[src/common/flash_regs_defs.svh]
// offsets, field positions, reset values and key words of the flash controller
`ifndef FLASH_REGS_DEFS_SVH
`define FLASH_REGS_DEFS_SVH

// ****************************************
// register byte offsets
// ****************************************
`define OFS_UNLOCK_KEY  8'h04
`define OFS_OPTION_KEY  8'h08
`define OFS_STATUS      8'h0C
`define OFS_CONFIG      8'h10
`define OFS_OP_ADDR     8'h14
`define OFS_PAGE_DATA   8'h2C
`define OFS_FAST_KEY    8'h24
`define OFS_BOOT_KEY    8'h28

// ****************************************
// status fields
// ****************************************
`define ST_BOOT_LOCK    15
`define ST_BOOT_MODE    14
`define ST_DONE         5
`define ST_PROTECT      4
`define ST_PROG_ERR     2
`define ST_BUSY         0
`define STATUS_RESET    32'h0000_8000

// ****************************************
// configuration fields
// ****************************************
`define CF_BUF_CLEAR    19
`define CF_BUF_LOAD     18
`define CF_FAST_ERASE   17
`define CF_FAST_PROG    16
`define CF_FAST_LOCK    15
`define CF_DONE_IE      12
`define CF_ERR_IE       10
`define CF_OPT_WE       9
`define CF_CTRL_LOCK    7
`define CF_GO           6
`define CF_OPT_ERASE    5
`define CF_OPT_PROG     4
`define CF_MASS_ERASE   2
`define CF_SECT_ERASE   1
`define CF_STD_PROG     0
`define CONFIG_RESET    32'h0000_8080

// ****************************************
// unlock keys
// ****************************************
`define UNLOCK_KEY_FIRST  32'h4567_0123
`define UNLOCK_KEY_SECOND 32'hCDEF_89AB

`endif

[src/common/flash_regs_pkg.sv]
// types shared by the flash status and control logic
package flash_regs_pkg;

  // key sequence progress
  typedef enum logic [1:0] {KEY_IDLE, KEY_GOT_FIRST, KEY_FAILED} key_state_t;

  // operation launched by the go trigger
  typedef enum logic [2:0] {
    OP_NONE, OP_STD_PROG, OP_SECT_ERASE, OP_MASS_ERASE,
    OP_OPT_PROG, OP_OPT_ERASE, OP_FAST_PROG, OP_FAST_ERASE
  } op_kind_t;

  // request toward the flash array engine
  typedef struct packed {
    logic        start;
    op_kind_t    kind;
    logic [31:0] addr;
  } flash_req_t;

  // answer from the flash array engine
  typedef struct packed {
    logic done;
    logic protect_hit;
    logic prog_fail;
  } flash_rsp_t;

endpackage : flash_regs_pkg

[src/hdl/flash_status_control_regs.sv]
// flash status and control registers on apb
//
// Contract
// - option key register is write-only, releases option write
// - boot lock high blocks boot mode writes
// - boot lock write one sets, resets to one
// - boot mode picks boot or user area
// - done flag set on success, write one clears
// - protect flag set on protected program, clears
// - busy bit read-only, high during operation
// - config bit 17 requests fast page erase
// - bits 16,18,19: fast program, load, buffer clear
// - fast lock blocks fast ops, write one only
// - correct sequence clears fast lock, one relocks
// - done enable gates done interrupt
// - error enable gates error interrupt
// - option sequence sets option write enable, zero clears
// - go starts operation, clears when busy drops
// - failed unlock keeps controller lock until reset
//
// The APB interface to the registers was decided locally.
`timescale 1ns/1ps
`include "flash_regs_defs.svh"
module flash_status_control_regs #(
  parameter int ADDR_W = 8,
  parameter int PAGE_WORDS = 16
) (
  input  wire logic                          core_clk,
  input  wire logic                          rst_n,
  input  wire logic [ADDR_W-1:0]             paddr,
  input  wire logic                          psel,
  input  wire logic                          penable,
  input  wire logic                          pwrite,
  input  wire logic [31:0]                   pwdata,
  output logic      [31:0]                   prdata,
  output logic                               pready,
  output logic                               pslverr,
  output flash_regs_pkg::flash_req_t         flash_req,
  input  wire flash_regs_pkg::flash_rsp_t    flash_rsp,
  input  wire logic [$clog2(PAGE_WORDS)-1:0] buf_rd_idx,
  output logic      [31:0]                   buf_rd_data,
  output logic                               irq,
  output logic                               boot_from_boot_area,
  output logic                               option_bytes_write_enable
);
  import flash_regs_pkg::*;

  localparam int IDX_W = $clog2(PAGE_WORDS);

  // ****************************************
  // reset release
  // ****************************************
  logic [1:0] rst_pipe_reg;  // two-stage release of rst_n
  logic       rst_sync_n;    // synchronous-release reset

  // assert at once, release after two edges
  always_ff @(posedge core_clk or negedge rst_n) begin
    if (!rst_n) begin
      rst_pipe_reg <= 2'b00;
    end else begin
      rst_pipe_reg <= {rst_pipe_reg[0], 1'b1};
    end
  end
  assign rst_sync_n = rst_pipe_reg[1];

  // ****************************************
  // apb decode
  // ****************************************
  // match one register offset
  function automatic logic hit(input logic [ADDR_W-1:0] a,
                               input logic [7:0]        ofs);
    hit = (a == ADDR_W'(ofs));
  endfunction : hit

  wire wr_access  = psel & penable & pwrite;   // write takes effect
  wire setup      = psel & ~penable;           // setup cycle
  wire hit_ukey   = hit(paddr, `OFS_UNLOCK_KEY);
  wire hit_okey   = hit(paddr, `OFS_OPTION_KEY);
  wire hit_stat   = hit(paddr, `OFS_STATUS);
  wire hit_cfg    = hit(paddr, `OFS_CONFIG);
  wire hit_addr   = hit(paddr, `OFS_OP_ADDR);
  wire hit_data   = hit(paddr, `OFS_PAGE_DATA);
  wire hit_fkey   = hit(paddr, `OFS_FAST_KEY);
  wire hit_bkey   = hit(paddr, `OFS_BOOT_KEY);
  wire mapped     = hit_ukey | hit_okey | hit_stat | hit_cfg |
                    hit_addr | hit_data | hit_fkey | hit_bkey;
  wire wr_stat    = wr_access & hit_stat;
  wire wr_cfg     = wr_access & hit_cfg;

  // always ready: reads are prepared in the setup cycle
  assign pready = 1'b1;

  // ****************************************
  // key sequences
  // ****************************************
  logic ctrl_unlock;   // controller key accepted
  logic ctrl_failed;   // controller key rejected, sticky
  logic opt_unlock;    // option key accepted
  logic fast_unlock;   // fast mode key accepted
  logic boot_unlock;   // boot key accepted

  // controller key; a bad attempt sticks until reset
  key_sequencer #(.STICKY_FAIL(1'b1)) u_ctrl_key (
    .core_clk     (core_clk),
    .rst_sync_n   (rst_sync_n),
    .key_wr       (wr_access & hit_ukey),
    .key_data     (pwdata),
    .unlock_pulse (ctrl_unlock),
    .failed       (ctrl_failed)
  );

  // option key register is write-only and only feeds this
  key_sequencer #(.STICKY_FAIL(1'b0)) u_opt_key (
    .core_clk     (core_clk),
    .rst_sync_n   (rst_sync_n),
    .key_wr       (wr_access & hit_okey),
    .key_data     (pwdata),
    .unlock_pulse (opt_unlock),
    .failed       ()
  );

  // fast mode key
  key_sequencer #(.STICKY_FAIL(1'b0)) u_fast_key (
    .core_clk     (core_clk),
    .rst_sync_n   (rst_sync_n),
    .key_wr       (wr_access & hit_fkey),
    .key_data     (pwdata),
    .unlock_pulse (fast_unlock),
    .failed       ()
  );

  // boot lock key
  key_sequencer #(.STICKY_FAIL(1'b0)) u_boot_key (
    .core_clk     (core_clk),
    .rst_sync_n   (rst_sync_n),
    .key_wr       (wr_access & hit_bkey),
    .key_data     (pwdata),
    .unlock_pulse (boot_unlock),
    .failed       ()
  );

  // ****************************************
  // configuration register
  // ****************************************
  logic        ctrl_lock_reg;     // controller locked
  logic        fast_lock_reg;     // fast mode locked
  logic        opt_we_reg;        // option bytes writable
  logic        go_reg;            // operation launched
  logic        done_ie_reg;       // done interrupt enable
  logic        err_ie_reg;        // error interrupt enable
  logic [3:0]  fast_bits_reg;     // clear, load, erase, program
  logic [4:0]  std_bits_reg;      // opt erase, opt prog, mer, per, pg
  logic [31:0] op_addr_reg;       // target address
  logic [31:0] page_data_reg;     // word staged for buffer load
  logic        busy_reg;          // operation in flight

  wire cfg_open  = wr_cfg & ~ctrl_lock_reg;   // config accepts writes
  wire fast_open = cfg_open & ~fast_lock_reg; // fast bits writable
  // go only launches when idle and something is selected
  wire launch = cfg_open & pwdata[`CF_GO] & ~busy_reg & ~go_reg &
                ((|std_bits_reg) | (|fast_bits_reg[1:0]));
  wire buf_load  = fast_open & pwdata[`CF_BUF_LOAD];
  wire buf_clear = fast_open & pwdata[`CF_BUF_CLEAR];

  // controller lock: clear on good key, never after a failure
  always_ff @(posedge core_clk or negedge rst_sync_n) begin
    if (!rst_sync_n) begin
      ctrl_lock_reg <= 1'b1;
    end else if (ctrl_unlock && !ctrl_failed) begin
      ctrl_lock_reg <= 1'b0;
    end else if (wr_cfg && pwdata[`CF_CTRL_LOCK]) begin
      ctrl_lock_reg <= 1'b1;
    end
  end

  // fast lock: cleared by its key, write one relocks
  always_ff @(posedge core_clk or negedge rst_sync_n) begin
    if (!rst_sync_n) begin
      fast_lock_reg <= 1'b1;
    end else if (cfg_open && pwdata[`CF_FAST_LOCK]) begin
      fast_lock_reg <= 1'b1;
    end else if (fast_unlock && !ctrl_lock_reg) begin
      fast_lock_reg <= 1'b0;
    end
  end

  // option write enable: set by its key, software zero clears
  always_ff @(posedge core_clk or negedge rst_sync_n) begin
    if (!rst_sync_n) begin
      opt_we_reg <= 1'b0;
    end else if (opt_unlock && !ctrl_lock_reg) begin
      opt_we_reg <= 1'b1;
    end else if (cfg_open && !pwdata[`CF_OPT_WE]) begin
      opt_we_reg <= 1'b0;
    end
  end

  // plain writable control fields
  always_ff @(posedge core_clk or negedge rst_sync_n) begin
    if (!rst_sync_n) begin
      done_ie_reg   <= 1'b0;
      err_ie_reg    <= 1'b0;
      std_bits_reg  <= 5'b0_0000;
      fast_bits_reg <= 4'b0000;
    end else begin
      if (cfg_open) begin
        done_ie_reg  <= pwdata[`CF_DONE_IE];
        err_ie_reg   <= pwdata[`CF_ERR_IE];
        std_bits_reg <= {pwdata[`CF_OPT_ERASE], pwdata[`CF_OPT_PROG],
                         pwdata[`CF_MASS_ERASE], pwdata[`CF_SECT_ERASE],
                         pwdata[`CF_STD_PROG]};
      end
      // fast fields ignored while fast mode is locked
      if (fast_open) begin
        fast_bits_reg <= {pwdata[`CF_BUF_CLEAR], pwdata[`CF_BUF_LOAD],
                          pwdata[`CF_FAST_ERASE],
                          pwdata[`CF_FAST_PROG]};
      end else if (fast_lock_reg) begin
        fast_bits_reg <= 4'b0000;
      end
    end
  end

  // go trigger: set on launch, drops once busy is clear
  always_ff @(posedge core_clk or negedge rst_sync_n) begin
    if (!rst_sync_n) begin
      go_reg <= 1'b0;
    end else if (launch) begin
      go_reg <= 1'b1;
    end else if (!busy_reg) begin
      go_reg <= 1'b0;
    end
  end

  // address and staged data; address frozen while busy
  always_ff @(posedge core_clk or negedge rst_sync_n) begin
    if (!rst_sync_n) begin
      op_addr_reg   <= 32'h0000_0000;
      page_data_reg <= 32'h0000_0000;
    end else begin
      if (wr_access && hit_addr && !busy_reg) begin
        op_addr_reg <= pwdata;
      end
      if (wr_access && hit_data) begin
        page_data_reg <= pwdata;
      end
    end
  end

  // ****************************************
  // page buffer
  // ****************************************
  logic [IDX_W-1:0] load_idx_reg;  // next word slot to fill

  // fill slots in order; clearing rewinds to the first
  always_ff @(posedge core_clk or negedge rst_sync_n) begin
    if (!rst_sync_n) begin
      load_idx_reg <= '0;
    end else if (buf_clear) begin
      load_idx_reg <= '0;
    end else if (buf_load) begin
      load_idx_reg <= load_idx_reg + IDX_W'(1);
    end
  end

  page_buffer_mem #(.WORDS(PAGE_WORDS), .WIDTH(32)) u_page_buf (
    .core_clk (core_clk),
    .wr_en    (buf_load & ~buf_clear),
    .wr_idx   (load_idx_reg),
    .wr_data  (page_data_reg),
    .rd_idx   (buf_rd_idx),
    .rd_data  (buf_rd_data)
  );

  // ****************************************
  // operation select and request
  // ****************************************
  // fast erase wins, then fast program, then the standard set
  wire op_kind_t sel_kind =
      fast_bits_reg[1] ? OP_FAST_ERASE :
      fast_bits_reg[0] ? OP_FAST_PROG  :
      std_bits_reg[2]  ? OP_MASS_ERASE :
      std_bits_reg[1]  ? OP_SECT_ERASE :
      std_bits_reg[4]  ? OP_OPT_ERASE  :
      std_bits_reg[3]  ? OP_OPT_PROG   :
      std_bits_reg[0]  ? OP_STD_PROG   : OP_NONE;

  // one-cycle start with the selected kind and address
  always_ff @(posedge core_clk or negedge rst_sync_n) begin
    if (!rst_sync_n) begin
      flash_req <= '0;
    end else begin
      flash_req.start <= launch;
      flash_req.kind  <= launch ? sel_kind : flash_req.kind;
      flash_req.addr  <= launch ? op_addr_reg : flash_req.addr;
    end
  end

  // ****************************************
  // status register
  // ****************************************
  logic boot_lock_reg;  // boot mode locked
  logic boot_mode_reg;  // boot area after soft reset
  logic done_reg;       // operation ended well
  logic prot_reg;       // protected address hit
  logic program_error_flag_reg;      // programming failed

  wire end_op   = busy_reg & flash_rsp.done;
  wire set_prot = end_op & flash_rsp.protect_hit;
  wire set_pge  = end_op & flash_rsp.prog_fail & ~flash_rsp.protect_hit;
  wire set_done = end_op & ~flash_rsp.protect_hit & ~flash_rsp.prog_fail;

  // busy rises with the request, falls with the result
  always_ff @(posedge core_clk or negedge rst_sync_n) begin
    if (!rst_sync_n) begin
      busy_reg <= 1'b0;
    end else if (launch) begin
      busy_reg <= 1'b1;
    end else if (end_op) begin
      busy_reg <= 1'b0;
    end
  end

  // sticky flags; a set in the clearing cycle wins
  always_ff @(posedge core_clk or negedge rst_sync_n) begin
    if (!rst_sync_n) begin
      done_reg  <= 1'b0;
      prot_reg  <= 1'b0;
      program_error_flag_reg <= 1'b0;
    end else begin
      done_reg  <= set_done |
                   (done_reg & ~(wr_stat & pwdata[`ST_DONE]));
      prot_reg  <= set_prot |
                   (prot_reg & ~(wr_stat & pwdata[`ST_PROTECT]));
      program_error_flag_reg <= set_pge |
                   (program_error_flag_reg & ~(wr_stat & pwdata[`ST_PROG_ERR]));
    end
  end

  // boot lock and boot area select
  always_ff @(posedge core_clk or negedge rst_sync_n) begin
    if (!rst_sync_n) begin
      boot_lock_reg <= 1'b1;
      boot_mode_reg <= 1'b0;
    end else begin
      if (wr_stat && pwdata[`ST_BOOT_LOCK]) begin
        boot_lock_reg <= 1'b1;
      end else if (boot_unlock) begin
        boot_lock_reg <= 1'b0;
      end
      if (wr_stat && !boot_lock_reg) begin
        boot_mode_reg <= pwdata[`ST_BOOT_MODE];
      end
    end
  end

  // ****************************************
  // interrupt and side outputs
  // ****************************************
  // level request, held while any enabled flag stands
  always_ff @(posedge core_clk or negedge rst_sync_n) begin
    if (!rst_sync_n) begin
      irq <= 1'b0;
    end else begin
      irq <= (done_reg & done_ie_reg) |
             ((prot_reg | program_error_flag_reg) & err_ie_reg);
    end
  end

  assign boot_from_boot_area       = boot_mode_reg;
  assign option_bytes_write_enable = opt_we_reg;

  // ****************************************
  // read data
  // ****************************************
  wire [31:0] status_word = {16'h0000, boot_lock_reg, boot_mode_reg,
                             8'h00, done_reg, prot_reg, 1'b0,
                             program_error_flag_reg, 1'b0, busy_reg};
  wire [31:0] config_word = {12'h000, fast_bits_reg, fast_lock_reg,
                             2'b00, done_ie_reg, 1'b0, err_ie_reg,
                             opt_we_reg, 1'b0, ctrl_lock_reg, go_reg,
                             std_bits_reg[4:3], 1'b0,
                             std_bits_reg[2:0]};
  // key, address and data registers read back as zero
  wire [31:0] rd_mux = hit_stat ? status_word :
                       hit_cfg  ? config_word : 32'h0000_0000;

  // captured in setup so the access phase answers at once
  always_ff @(posedge core_clk or negedge rst_sync_n) begin
    if (!rst_sync_n) begin
      prdata  <= 32'h0000_0000;
      pslverr <= 1'b0;
    end else if (setup) begin
      prdata  <= pwrite ? 32'h0000_0000 : rd_mux;
      pslverr <= ~mapped;
    end
  end

endmodule : flash_status_control_regs

[src/hdl/key_sequencer.sv]
// two-word key sequence detector for one key register
`timescale 1ns/1ps
`include "flash_regs_defs.svh"
module key_sequencer #(
  parameter bit STICKY_FAIL = 1'b1
) (
  input  wire logic        core_clk,
  input  wire logic        rst_sync_n,
  input  wire logic        key_wr,
  input  wire logic [31:0] key_data,
  output logic             unlock_pulse,
  output logic             failed
);
  import flash_regs_pkg::*;

  // ****************************************
  // sequence state
  // ****************************************
  key_state_t state_reg;   // progress through the two words
  key_state_t state_next;  // next progress
  logic       unlock_next; // one-cycle success

  // step on each key write; a wrong word ends in failure when STICKY_FAIL is set, else returns to idle
  always_comb begin
    state_next  = state_reg;
    unlock_next = 1'b0;
    case (state_reg)
      KEY_IDLE: begin
        if (key_wr) begin
          state_next = (key_data == `UNLOCK_KEY_FIRST) ? KEY_GOT_FIRST
                     : (STICKY_FAIL ? KEY_FAILED : KEY_IDLE);
        end
      end
      KEY_GOT_FIRST: begin
        if (key_wr) begin
          unlock_next = (key_data == `UNLOCK_KEY_SECOND);
          state_next  = (unlock_next || !STICKY_FAIL) ? KEY_IDLE
                                                      : KEY_FAILED;
        end
      end
      // held until the next reset
      KEY_FAILED: state_next = KEY_FAILED;
      default:    state_next = KEY_IDLE;
    endcase
  end

  // state and pulse flops
  always_ff @(posedge core_clk or negedge rst_sync_n) begin
    if (!rst_sync_n) begin
      state_reg    <= KEY_IDLE;
      unlock_pulse <= 1'b0;
    end else begin
      state_reg    <= state_next;
      unlock_pulse <= unlock_next;
    end
  end

  assign failed = (state_reg == KEY_FAILED);

endmodule : key_sequencer

[src/hdl/page_buffer_mem.sv]
// page buffer storage with registered read data
`timescale 1ns/1ps
module page_buffer_mem #(
  parameter int WORDS = 16,
  parameter int WIDTH = 32
) (
  input  wire logic                     core_clk,
  input  wire logic                     wr_en,
  input  wire logic [$clog2(WORDS)-1:0] wr_idx,
  input  wire logic [WIDTH-1:0]         wr_data,
  input  wire logic [$clog2(WORDS)-1:0] rd_idx,
  output logic      [WIDTH-1:0]         rd_data
);

  // ****************************************
  // storage
  // ****************************************
  logic [WIDTH-1:0] mem [WORDS];  // one page of words

  // write and registered read; no reset so it maps to ram
  always_ff @(posedge core_clk) begin
    if (wr_en) begin
      mem[wr_idx] <= wr_data;
    end
    rd_data <= mem[rd_idx];
  end

endmodule : page_buffer_mem
[config.mk]
export PLATFORM = sky130hd
export DESIGN_NAME = flash_status_control_regs
export DESIGN_NICKNAME = d
export VERILOG_FILES = /design/src/common/flash_regs_pkg.sv /design/src/hdl/flash_status_control_regs.sv /design/src/hdl/key_sequencer.sv /design/src/hdl/page_buffer_mem.sv
export VERILOG_INCLUDE_DIRS = /design/src /design/src/common
export SDC_FILE = /design/constraint.sdc
export NUM_CORES = 1
export LEC_CHECK = 0
export BUFFER_PORTS_ARGS = -buffer_cell sky130_fd_sc_hd__buf_2
export CAP_MARGIN = 25
export CORE_ASPECT_RATIO = 1.5
export CORE_MARGIN = 2
export CORE_UTILIZATION = 50
export CTS_CLUSTER_SIZE = 25
export DETAILED_ROUTE_END_ITERATION = 16
export PLACE_DENSITY_LB_ADDON = 0.1
export SYNTH_ARGS = -nofsm -noshare
export SYNTH_HDL_FRONTEND = slang
export SYNTH_SLANG_ARGS = --single-unit
[constraint.sdc]
create_clock -name core_clk -period 7 [get_ports core_clk]
set_clock_uncertainty 0.2 [all_clocks]
set_input_delay 0.35 -clock core_clk [delete_from_list [all_inputs] [get_ports core_clk]]
set_output_delay 0.35 -clock core_clk [all_outputs]
set_load 0.05 [all_outputs]
# == Word level (Yosys, flattened, before mapping) ==
# Memories as Yosys holds them, arrays and structs flattened. A register that Yosys moved wholly into a read port is not among the register bits.
# Cells that the tools add are included.
# op_classes
eq_ne,27
bitwise,57
mux,51
n_reduce_logical,33
n_addsub,1
# ops
operator,count
$mux W20,3
$and A1 B1 Y1,32
$eq A32 B31 Y1 const B,1
$eq A32 B32 Y1 const B,1
$eq A8 B6 Y1 const B,3
$mux W1,24
$pmux W2 S3,4
$mux W2,10
$mux W3,6
$ne A2 B1 Y1 const B,9
$eq A8 B4 Y1 const B,2
$eq A8 B5 Y1 const B,2
$mux W4,4
$reduce_bool A2 Y1,7
$or A1 B1 Y1,13
$not A1 Y1,12
$logic_and A1 B1 Y1,11
$eq A2 B1 Y1 const B,4
$eq A2 B2 Y1 const B,4
$eq A8 B3 Y1 const B,1
$logic_not A2 Y1,4
$reduce_and A2 Y1,4
$logic_not A1 Y1,5
$reduce_or A5 Y1,1
other kinds (2),2
# totals
out_inout_bits,105
input_bits,52
ram_bits,512
ff_bits,173
word_cells,202
mem_count,1
# memory_table
name,words,word_bits,rd,rd_clocked_by_memory_dff,wr,line,rtl
u_page_buf.mem,16,32,1,1,1,page_buffer_mem.sv:18,logic [WIDTH-1:0] mem [WORDS];

# == Longest topological paths before layout ==
# Gate-level depths: netlist of the first run.
# logic_depth
word_depth,10
ltp_mapped,5
depth_no_buf,5

# == Hierarchy ==
# A second synthesis of the first run with hierarchy kept.
# unflattened
hier_cells,1360
area_unflattened_um2,26688.1
# modules_own_cells
module,n_inst,seq_area_each_um2,area_per_inst_um2,cells_per_inst
page_buffer_mem,1,16015.4,19835.3,838
flash_status_control_regs,1,3632.2,5885.6,422
key_sequencer at u_boot_key ...,3,75.1,227.7,24
key_sequencer at u_ctrl_key,1,75.1,284.0,28

# == Worst setup path before layout of the first run ==
# Ideal clock, no wire load.
# synth_timing
path_type,input -> register
startpoint,input port paddr[1]
endpoint,memory u_page_buf.mem[13][0] (enable)
path_buffers,0
setup_slack_ns,1.634
stages,4
required_ns,6.298
arrival_ns,4.665
setup_ns,0.502
path_cell_list,or4_4 nor3_4 nand2_1 nor4_1
# synth_via
elab_chain_len,9
elab_cells_between_ends,10
cone_classes,eq/ne (1); mux (2); bitwise (7)
# synth_lines
item,line,rtl
from (decl),flash_status_control_regs.sv:30,"input wire logic [ADDR_W-1:0] paddr,"
$eq A8 B5 Y1 *,flash_status_control_regs.sv:72,hit = (a == ADDR_W'(ofs));
$and A1 B1 Y1 *,flash_status_control_regs.sv:88,wire wr_cfg = wr_access & hit_cfg;
$and A1 B1 Y1 *,flash_status_control_regs.sv:157,wire cfg_open = wr_cfg & ~ctrl_lock_reg;
$and A1 B1 Y1 *,flash_status_control_regs.sv:158,wire fast_open = cfg_open & ~fast_lock_reg;
$and A1 B1 Y1,flash_status_control_regs.sv:163,wire buf_clear = fast_open & pwdata[`CF_BUF_CLEAR];
$not A1 Y1,flash_status_control_regs.sv:268,".wr_en (buf_load & ~buf_clear),"
$and A1 B1 Y1 *,flash_status_control_regs.sv:268,
$mux W1 *,page_buffer_mem.sv:22,if (wr_en) begin
$mux W1 (implied by the code) *,page_buffer_mem.sv:23,mem[wr_idx] <= wr_data;
to (decl),page_buffer_mem.sv:18,
# Every way passes the cells marked *; elsewhere a longest branch is shown, timed or not.

# == Final worst setup path of the first run ==
# layout_timing
startpoint,input port paddr[1]
endpoint,memory u_page_buf.mem[11][13] (enable)
# Same word-level chain as after synthesis.

==> key figures, run 1 <==
Outcome
  – Status: finished clean

Pwr
  – Cell Pwr Density: around 270 nW/um^2
  – Worst IR Drop VDD: ~0.2 mV
  – LEAKAGE: 12.02 nW

Layout
  – Antenna diode count: 0
  – Ratio of cells with drive above 1 in the final layout: 36.08%
  – Final Core Density: between 50 and 60%
  – Area grow syn2layout: 14.89%
  – Final net count: around 1500
  – Biggest regs: u_page_buf.mem: 512 flops, flash_req: 36 flops
  – Top reg by flops: u_page_buf.mem
  – Max FFs per register: 512

Floorplanning
  – Top Ports: 157
  – Initial core utilization: 50.53%
  – Row count: 103
  – Die W: 192.4 um
  – Die Span Y: 286.7 um
  – Core area: 52710 um^2
  – Full die area: 55170 um^2

Clock network
  – CTS max path bufs: 3
  – TritonCTS buffer count: 61
  – H-tree depth: 2
  – Clock Root Buffer: clkbuf_16
  – CTS tree: built
  – Register clock-pin slew on the reported worst setup and hold paths: 0.07 ns
  – CTS sink cnt: 701
  – Worst skew pair latency: 0.61 ns

Setup path
  – Worst setup EP type: register
  – CP startpoint kind: input pin
  – Crit path DAT: 3.89 ns
  – Critical path peak fanout: 25
  – Worst r2r path cells: 4
  – Worst EP required: 7.05 ns
  – Setup Crit Path Kind: in -> reg

Logic synthesis
  – Post-synth top flop: edfxtp_1
  – Synth async-reset ratio: 22.40%
  – Post-synth EDFFs: 512
  – Syn. warnings: 0
  – Synth unique cells: slightly below 60
  – Post-Syn Instances: roughly 1300
  – Seq/Total Area, Yosys: approximately 75%
  – Mapped Area: 26630 um^2
  – Mean area per synthesized cell: 21.17 um^2
  – Yosys reg bits: 701

Place
  – Port Buf Inserts: between 100 and 150
  – Placer Congestion: 0.8178
  – DP HPWL: between 30000 and 40000 um

STA
  – Final Max Tran Viols: 0
  – # setup viols final: 0
  – RSZ-0062 raised after global routing: false
  – Total Neg Setup Slack: 0 ns
  – FMAX: 0.2604 GHz
  – Slew headroom: 30.26%
  – Fin. Hold Viols: 0
  – Slew @ Worst Pin: just over 1 ns
  – Period minus WS final: 3.840 ns
  – Final Cycle Share: 54.86%

GRT
  – M2 GR Usage: between 30% and 40%
  – Met1 Usage GRT: ~29%
  – Grt ovf: 0
  – M3 GR Usage: 2.752%
  – Initial antenna violation count: 0
  – Largest net degree at the start of global routing: 69
  – First-pass GRT wire length: 86710 um
  – Vias in the first global route: 13750
  – GRT Max-Usage Layer: met2
  – GRT Total Usage: approximately 21%

Drt
  – DR vias: 12830
  – Drt wl/cell: 25.81 um
  – Final ANT Viol Nets: 0
  – DR iter-0 viols: 928
  – DR pass1 iterations: 5
  – Routed vias/inst: 5.802
  – Detailed Route WL: 57090 um
  – DRC Markers: 0

Min path
  – Hold-critical path depth: 4
  – Hold Path Class: in -> reg

Run
  – Max-cap violation count: 0
==> critical path, cell delays in order <==
cell,delay [ns]
dlygate4sd3_1,0.53
buf_2,0.14
or4_4,0.59
nor3_4,0.39
nand4b_1,0.58
nor3_2,0.80
buf_4,0.50
==> worst paths after layout <==
kind,start,to,slack [ns]
max in group asynchronous,rst_pipe_reg[1],u_fast_key.unlock_pulse,4.57
min in group asynchronous,rst_pipe_reg[1],flash_req[29],0.20
worst min-delay path,paddr[5],pslverr,0.04
worst min register to register,rst_pipe_reg[0],rst_pipe_reg[1],0.15
worst max register to register,fast_lock_reg,u_page_buf.mem[11][13],3.76
worst max-delay path,paddr[1],u_page_buf.mem[11][13],3.16
==> logic make-up after synthesis <==
logic type / synth area share [%]
buffers and inverters: 1.710
muxes: 18.26
AOI/OAI and AO/OA: 1.527
and+or+nand+nor: 3.387
other: 0.02820
adders and majority gates: 0.1879
DFF: 74.90
==> final cells by class <==
type	instances	area (um^2)
Clock buffer	80	1682
Clock inverter	36	302.8
Fill cell	3922	22110
Inverter	10	37.54
Multi-Input combinational cell	492	6394
Sequential cell	701	19950
Tap cell	682	853.3
Timing Repair Buffer	211	1380
==> cells in the final DEF, fill, tap and decap left out, types with 6 or more instances in the layout <==
cell | Yosys | layout
mux2_4 | 30 | 30
buf_2 | 16 | 137
nor2_1 | 19 | 14
mux2_2 | 70 | 70
dlygate4sd3_1 | 0 | 45
dfrtp_1 | 154 | 153
inv_1 | 9 | 9
mux4_2 | 160 | 160
a21oi_1 | 7 | 7
conb_1 | 2 | 18
clkinv_2 | 0 | 12
clkbuf_1 | 29 | 14
nor4_1 | 11 | 6
nand3_1 | 6 | 6
buf_4 | 20 | 27
dfxtp_1 | 32 | 32
nand2_1 | 39 | 39
clkbuf_16 | 0 | 64
o21ai_0 | 18 | 18
clkinv_1 | 0 | 14
a22o_1 | 12 | 12
edfxtp_1 | 512 | 512
nor2b_1 | 12 | 9
==> layer usage <==
metal,up-vias,wire length (um),share of wire (%)
met3,79,2553,4.5
met4,0,1327,2.3
met5,-,0,0
li1,5519,-,-
met1,6883,23490,41
met2,353,29730,52
==> cells in the mapped netlist (6+ instances only) <==
master    instances  area [um^2]
nand2_1          39        146.4
mux4_2          160         3603
nand3_1           6        30.03
dfxtp_1          32        640.6
a22o_1           12        105.1
clkbuf_1         29        108.9
nor4_1           11        68.82
mux2_4           30        450.4
dfrtp_1         154         3854
buf_4            20        150.1
buf_2            16        80.08
a21oi_1           7        35.03
nor2b_1          12        75.07
nor3_1            6        30.03
o21ai_0          18        90.09
edfxtp_1        512        15370
nor2_1           19        71.32
inv_1             9        33.78
mux2_2           70        788.3
==> power by group <==
group	switching, mW	internal (mW)	total (mW)
Sequential	0.0338	4.45	4.48
Clock	1.46	1.87	3.33
Combinational	0.205	0.134	0.339
==> stage by stage <==
step | cell area [um^2] | setup WS (ns) | std cells | hold WS, ns | total power, mW
detailed placement | 28140 | 3.028 | 2050 | -0.06406 | 4.895
CTS | 30570 | 3.128 | 2211 | 0.006260 | 8.236
finish | 30600 | 3.160 | 2212 | 0.04029 | 8.148
global placement | 28140 | 3.118 | 2050 | -0.06554 | 4.891
global route | 30600 | 2.985 | 2212 | 0.05293 | 8.398
floorplan | 26690 | 1.634 | 1274 | -0.1456 | 4.793
==> repair_timing <==
action,4_1_cts,5_1_grt
buffers inserted,0,0
hold buffers,45,0
endpoints found under the hold margin,93,0
resized for setup,0,0
setup endpoints to repair,0,0
(Power assumes the default switching activity.)
==> run 2: changes to the inputs <==
clock period = 3.4 ns   (was 7 ns; I/O delays follow)
==> run 2 against run 1 <==
  * Wire length up 2.7%
  * Core utilization up 1.1 points
  * First-iteration DRC count down 7.7%
  * Count of clock-buffer cells in the layout up 9
  * Combinational power up 120%
  * Critical endpoint is now prdata[14]
==> key figures, run 2 (synthesis results as in run 1) <==
Layout
  – Final Instance Area: 31180 um^2 (+1.9%)
  – Area of the multi-input gates: 6450 um^2 (+0.88%)
  – Final net count: 1567 (+2.2%)
  – Ratio of cells with drive above 1 in the final layout: 36.57% (+0.49 points)
  – Commonest non-fill, non-tap cell in the layout: edfxtp_1
  – Sequential Area: 19950 um^2 (unchanged)
  – Most frequent cells in the layout: edfxtp_1, mux4_2, dfrtp_1, buf_2, mux2_2
  – Area grow syn2layout: 17.07%
  – Max FFs per register: 512 (unchanged)
  – Top reg by flops: u_page_buf.mem
  – Biggest regs: u_page_buf.mem: 512 flops, flash_req: 36 flops
  – Fillcell total: 3843 (-2.0%)

Setup path
  – CP startpoint kind: input pin
  – Crit path DAT: 3.55 ns (-0.34 ns)
  – Worst Setup SP: paddr[5]
  – Worst r2r path cells: 5 (+1)
  – Max stage delay on crit path: 0.64 ns (-0.16 ns)
  – Critical path peak fanout: 6 (-76%)
  – Critical Path End: prdata[14]
  – Reg2Reg Setup Slack: 0.83 ns (-2.93 ns)
  – Most used cell, CP: dlygate4sd3_1
  – Worst setup EP type: register
  – Setup Crit Path Kind: in -> reg
  – Worst path cell trace: dlygate4sd3_1, buf_2, or4_4, dlygate4sd3_1, nor3_1, nand3b_1, o21ai_0, dlygate4sd3_1
  – Worst EP required: 3.73 ns (-3.32 ns)
  – Reg-to-reg startpoint: fast_bits_reg[1]
  – Critical-path top delay cell: nor3_1
  – FF-to-FF End: flash_req[10]

GRT
  – GRT Total Usage: 22.23% (+0.80 points)
  – First-pass GRT wire length: 88840 um (+2.5%)
  – Largest net degree at the start of global routing: 62 (-10%)
  – Initial antenna violation count: 0 (unchanged)
  – Vias in the first global route: 13890 (+0.97%)
  – Grt ovf: 0 (unchanged)

Drt
  – DR vias: 12940 (+0.79%)
  – Detailed Route WL: 58650 um (+2.7%)
  – DRC Markers: 0 (unchanged)
  – Final ANT Viol Nets: 0 (unchanged)
  – Drt wl/cell: 26.10 um (+1.1%)
  – Routed vias/inst: 5.757 (-0.78%)
  – DR iter-0 viols: 857 (-7.7%)
  – DR pass1 iterations: 5 (unchanged)

Floorplanning
  – Row count: 103 (unchanged)
  – Top Ports: 157 (unchanged)
  – Die W: 192.4 um (unchanged)
  – Die Span Y: 286.7 um (unchanged)
  – Full die area: 55170 um^2 (unchanged)
  – Core area: 52710 um^2 (unchanged)
  – Initial core utilization: 50.53% (unchanged)

Place
  – Placer Congestion: 0.8592 (+5.1%)
  – DP HPWL: 35750 um (+8.6%)
  – Placed cell area: 28590 um^2 (+1.6%)
  – Port Buf Inserts: 139 (unchanged)

STA
  – Slew headroom: 29.36% (-0.90 points)
  – Slew @ Worst Pin: 1.060 ns (+0.02305 ns)
  – # setup viols final: 0 (unchanged)
  – Total Neg Setup Slack: 0 ns (unchanged)
  – Period minus WS final: roughly 3.2 ns
  – Final Max Tran Viols: 0 (unchanged)
  – FMAX: 0.3105 GHz
  – Final Cycle Share: a little over nine tenths
  – Fin. Hold Viols: 0 (unchanged)
  – RSZ-0062 raised after global routing: false

Pwr
  – Worst IR Drop VDD: 0.3982 mV (+99%)
  – LEAKAGE: 12.25 nW (+2.0%)
  – Cell Pwr Density: 545.1 nW/um^2 (+100%)

Clock network
  – TritonCTS buffer count: 66 (+8.2%)
  – Register clock-pin slew on the reported worst setup and hold paths: 0.06 ns (about the same)
  – CTS tree: built
  – Worst skew pair latency: 0.60 ns (about the same)
  – Clock Root Buffer: clkbuf_16
  – Post-CTS setup buffers: 0 (unchanged)
  – H-tree depth: 3 (+1)
  – CTS max path bufs: 3 (unchanged)
  – CTS sink cnt: 701 (unchanged)

Run
  – Max-cap violation count: 0 (unchanged)

Outcome
  – Status: finished clean

Min path
  – Hold Path Class: in -> reg
run 2: worst min-delay path by stage:
stage	startpoint	end	slack, ns	cells after the start
3_3_place_gp	rst_n	rst_pipe_reg[0]	-0.25	1
2_1_floorplan	rst_n	rst_pipe_reg[0]	-0.33	0
3_5_place_dp	rst_n	rst_pipe_reg[0]	-0.24	1
6_report	flash_rsp[2]	busy_reg	0.14	3
5_1_grt	flash_rsp[2]	busy_reg	0.14	3
4_1_cts	flash_rsp[2]	busy_reg	0.10	3
run 2: timing repair:
item	in CTS	in global routing
endpoints found under the hold margin	118	0
hold buffers	56	0
gates resized for setup	0	0
run 2: final cells by class:
| cell class | count | share of cell area [%] |
|---|---|---|
| inverters | 10 | 0.1204 |
| repair buffers | 240 | 5.951 |
| clock buffers | 89 | 5.670 |
| diodes | 1 | 0.008026 |
| multi-input cells | 492 | 20.69 |
| well taps | 682 | 2.737 |
| flip-flops and latches | 701 | 63.99 |
| clock inverters | 32 | 0.8387 |
run 2: routing by layer:
layer	global-route usage, %	routed length [um]	up-vias
met5	0	0	-
met4	8.015	1795	0
met3	3.461	2542	92
met2	37.96	30850	363
met1	29.04	23470	6896
li1	-	-	5584
run 2: report_power, final:
| part | leakage, nW | switching, mW | internal [mW] | total (mW) |
|---|---|---|---|---|
| clock | 0.984 | 3.12 | 3.91 | 7.04 |
| combinational | 3.44 | 0.438 | 0.292 | 0.731 |
| sequential | 7.83 | 0.0683 | 9.16 | 9.23 |
| total | 12.3 | 3.63 | 13.4 | 17.0 |
run 2: critical path, delay by kind of cell:
| kind | cells | cell delay [ns] |
|---|---|---|
| and+or+nand+nor | 3 | 1.33 |
| buffers and inverters | 4 | 1.87 |
| AOI/OAI and AO/OA | 1 | 0.17 |
run 2: metrics by stage:
| stage | hold slack (ns) | setup slack, ns | util, % | std cells | total power [mW] |
|---|---|---|---|---|---|
| finish | 0.1427 | 0.1797 | 59.15 | 2247 | 17.00 |
| global route | 0.1409 | 0.03495 | 59.15 | 2246 | 17.59 |
| CTS | 0.1023 | 0.2232 | 59.15 | 2246 | 17.22 |
| detailed placement | -0.2441 | 0.5308 | 54.24 | 2069 | 10.11 |
| global placement | -0.2455 | 0.5707 | 54.24 | 2069 | 10.10 |
| floorplan | -0.3256 | 0.01699 | - | 1274 | 9.876 |
==> run 3: changes to the inputs <==
CORE_ASPECT_RATIO = unset   (was 1.5)
CORE_MARGIN = unset   (was 2)
SYNTH_HIERARCHICAL = 1   (was unset)
==> run 3 against run 2 <==
  * Synthesized cell count up 7.9%
  * Core utilization up 1.1 points
  * Largest power group unchanged
  * Synthesized area up 0.13%
  * Die area down 1.6%
  * Maximum frequency down 4.9%
  * First-iteration DRC count up 14%
  * Count of clock-buffer cells in the layout up 11
  * Non-clock buffer count up 16
  * Flip-flop and latch count unchanged
  * Global-route usage down 0.45 points
  * Sequential power about the same
  * Worst setup slack worse by 0.17 ns
==> key figures, run 3 <==
Setup path
  – FF-to-FF End: u_page_buf/mem[4][13]
  – Crit path DAT: 3.70 ns (+0.15 ns)
  – CP startpoint kind: input pin
  – Reg-to-reg startpoint: ctrl_lock_reg
  – Worst path cell trace: dlygate4sd3_1, buf_2, or3b_2, nor4_1, dlygate4sd3_1, nand4_1, or3_1, dlygate4sd3_1, nor3_1
  – Worst EP required: 3.72 ns (about the same)
  – Critical path peak fanout: 8 (+2)
  – WP buf/inv: 4 (unchanged)
  – Reg2Reg Setup Slack: 0.44 ns (-0.39 ns)
  – Most used cell, CP: dlygate4sd3_1
  – Setup Crit Path Kind: in -> reg
  – Max stage delay on crit path: 0.66 ns (+0.02 ns)
  – Largest delay share family, worst path: buffers and inverters
  – Critical-path top delay cell: dlygate4sd3_1
  – Worst setup EP type: register
  – Worst r2r path cells: 7 (+2)

Logic synthesis
  – Mapped Area: 26670 um^2 (+0.13%)
  – Mean area per synthesized cell: 19.65 um^2 (-7.2%)
  – Syn. warnings: 6 (+6)
  – Post-Syn Instances: 1357 (+7.9%)

Floorplanning
  – Die Span Y: 233.0 um (-19%)
  – Die W: 233.0 um (+21%)
  – Row count: 84 (-18%)
  – Full die area: 54270 um^2 (-1.6%)
  – Core area: 52660 um^2 (-0.10%)
  – Top Ports: 157 (unchanged)
  – Initial core utilization: 50.65% (+0.12 points)

GRT
  – First-pass GRT wire length: 86680 um (-2.4%)
  – GRT Total Usage: 21.78% (-0.45 points)
  – Initial antenna violation count: 0 (unchanged)
  – Grt ovf: 0 (unchanged)
  – Vias in the first global route: 13990 (+0.74%)
  – Largest net degree at the start of global routing: 58 (-6.5%)

Layout
  – Commonest non-fill, non-tap cell in the layout: edfxtp_1
  – Most frequent cells in the layout: edfxtp_1, dfrtp_1, buf_2, mux4_2, mux2_2
  – Biggest regs: u_page_buf/mem: 512 flops, flash_req: 36 flops
  – Final net count: 1680 (+7.2%)
  – Max FFs per register: 512 (unchanged)
  – Area grow syn2layout: 18.87%
  – Ratio of cells with drive above 1 in the final layout: 34.38% (-2.2 points)
  – Top reg by flops: u_page_buf/mem

Pwr
  – Psw: 3.809 mW (+4.9%)
  – Cell Pwr Density: 561.4 nW/um^2 (+3.0%)
  – Gate power share: 4.7% (+0.4 points)
  – Flop pwr share: 52.0% (-2.3 points)
  – LEAKAGE: 12.51 nW (+2.1%)
  – Sw frac: 21.40% (+0.036 points)
  – Worst IR Drop VDD: 0.3664 mV (-8.0%)
  – Pint: 13.99 mW (+4.7%)
  – Clock power share: 43.3% (+1.9 points)

STA
  – RSZ-0062 raised after global routing: false
  – Slew @ Worst Pin: 0.9741 ns (-0.08547 ns)
  – Final worst setup slack: 0.01350 ns (-0.1662 ns)
  – Final Cycle Share: 99.60% (+4.9 points)
  – Period minus WS final: 3.387 ns (+0.1662 ns)
  – Slew headroom: 34.92% (+5.6 points)
  – # setup viols final: 0 (unchanged)
  – Total Neg Setup Slack: 0 ns (unchanged)
  – Fin. Hold Viols: 0 (unchanged)
  – FMAX: 0.2953 GHz (-4.9%)
  – Final Max Tran Viols: 0 (unchanged)

Clock network
  – Clock Root Buffer: clkbuf_16
  – Post-CTS setup buffers: 0 (unchanged)
  – CTS tree: built
  – TritonCTS buffer count: 73 (+11%)
  – Worst skew pair latency: 0.61 ns (about the same)
  – CTS max path bufs: 3 (unchanged)
  – CTS sink cnt: 701 (unchanged)
  – H-tree depth: 3 (unchanged)
  – Register clock-pin slew on the reported worst setup and hold paths: 0.06 ns (about the same)

Place
  – Port Buf Inserts: 139 (unchanged)
  – Placer Congestion: 0.8441 (-1.8%)
  – Pre-CTS worst setup slack: 0.3216 ns (-0.2092 ns)
  – DP HPWL: 34830 um (-2.6%)

Drt
  – DRC Markers: 0 (unchanged)
  – Routed vias/inst: 5.778 (+0.38%)
  – Detailed Route WL: 56800 um (-3.2%)
  – Final ANT Viol Nets: 0 (unchanged)
  – Drt wl/cell: 23.90 um (-8.4%)
  – DR iter-0 viols: 973 (+14%)
  – DR pass1 iterations: 5 (unchanged)
  – DR vias: 13730 (+6.1%)

Min path
  – Hold-critical path depth: 4 (+1)
  – Min-delay src: buf_rd_idx[3]
  – Hold Path Class: in -> reg
  – Hold endpoint: u_page_buf/rd_data[20]

Run
  – Max-cap violation count: 0 (unchanged)

Outcome
  – Status: finished clean
## run 3: per-layer routing
layer	global-route usage [%]	part of all wire, %
met4	6.516	2.3
met1	32.48	46
met2	32.93	47
met5	0	0
met3	3.885	5.4
## run 3: worst reg2reg max path, stage by stage (launching register included)
cell and delay, ns:
dfstp_2 0.41, nor4_1 0.27, nand4_1 0.24, nor3b_1 0.43, buf_4 0.21, nand3b_1 0.30
nor3_4 0.24, buf_4 0.31
## run 3: worst max path at each step
stage                        startpoint                 endpoint  slack, ns  cells after the start
final                          paddr[3]  u_boot_key/unlock_pulse       0.01                      9
after global routing           paddr[3]  u_boot_key/unlock_pulse      0.004                      9
after CTS                      paddr[2]  u_fast_key/unlock_pulse       0.17                     10
after detailed placement       paddr[7]    u_page_buf/mem[4][10]       0.32                      8
after global placement         paddr[7]    u_page_buf/mem[4][13]       0.36                      8
after floorplan           ctrl_lock_reg     u_page_buf/mem[1][0]      -0.51                      6
## run 3: power by group through the flow
| stage | sequential [mW] | combinational [mW] | clock (mW) |
|---|---|---|---|
| 2_1_floorplan | 9.57 | 0.370 | 0 |
| 3_3_place_gp | 9.43 | 0.787 | 0 |
| 3_5_place_dp | 9.43 | 0.793 | 0 |
| 4_1_cts | 9.26 | 0.844 | 7.89 |
| 5_1_grt | 9.27 | 0.894 | 8.21 |
| 6_report | 9.26 | 0.839 | 7.70 |
## run 3: final cells by class
class,instances,area [um^2]
tap,688,860.8
antenna,1,2.502
fill,3812,20950
inverter,13,48.80
multi-input combinational,582,6481
timing repair buffer,256,2011
sequential,701,19950
clock buffer,100,2083
clock inverter,35,262.8
## run 3: metrics by stage
stage	util, %	hold slack (ns)	power (mW)	cell area, um^2	cells
final	60.21	0.06106	17.80	31700	2376
after detailed placement	54.41	-0.2426	10.23	28650	2170
after CTS	60.19	0.01173	18.00	31690	2375
after global placement	54.41	-0.2430	10.22	28650	2170
after global routing	60.20	0.05824	18.37	31700	2375
after floorplan	-	-0.3256	9.943	26800	1373
## run 3: what timing repair did
item	4_1_cts	5_1_grt
hold buffers	70	0
setup endpoints to repair	0	1
hold endpoints to repair	119	0
resized for setup	0	1
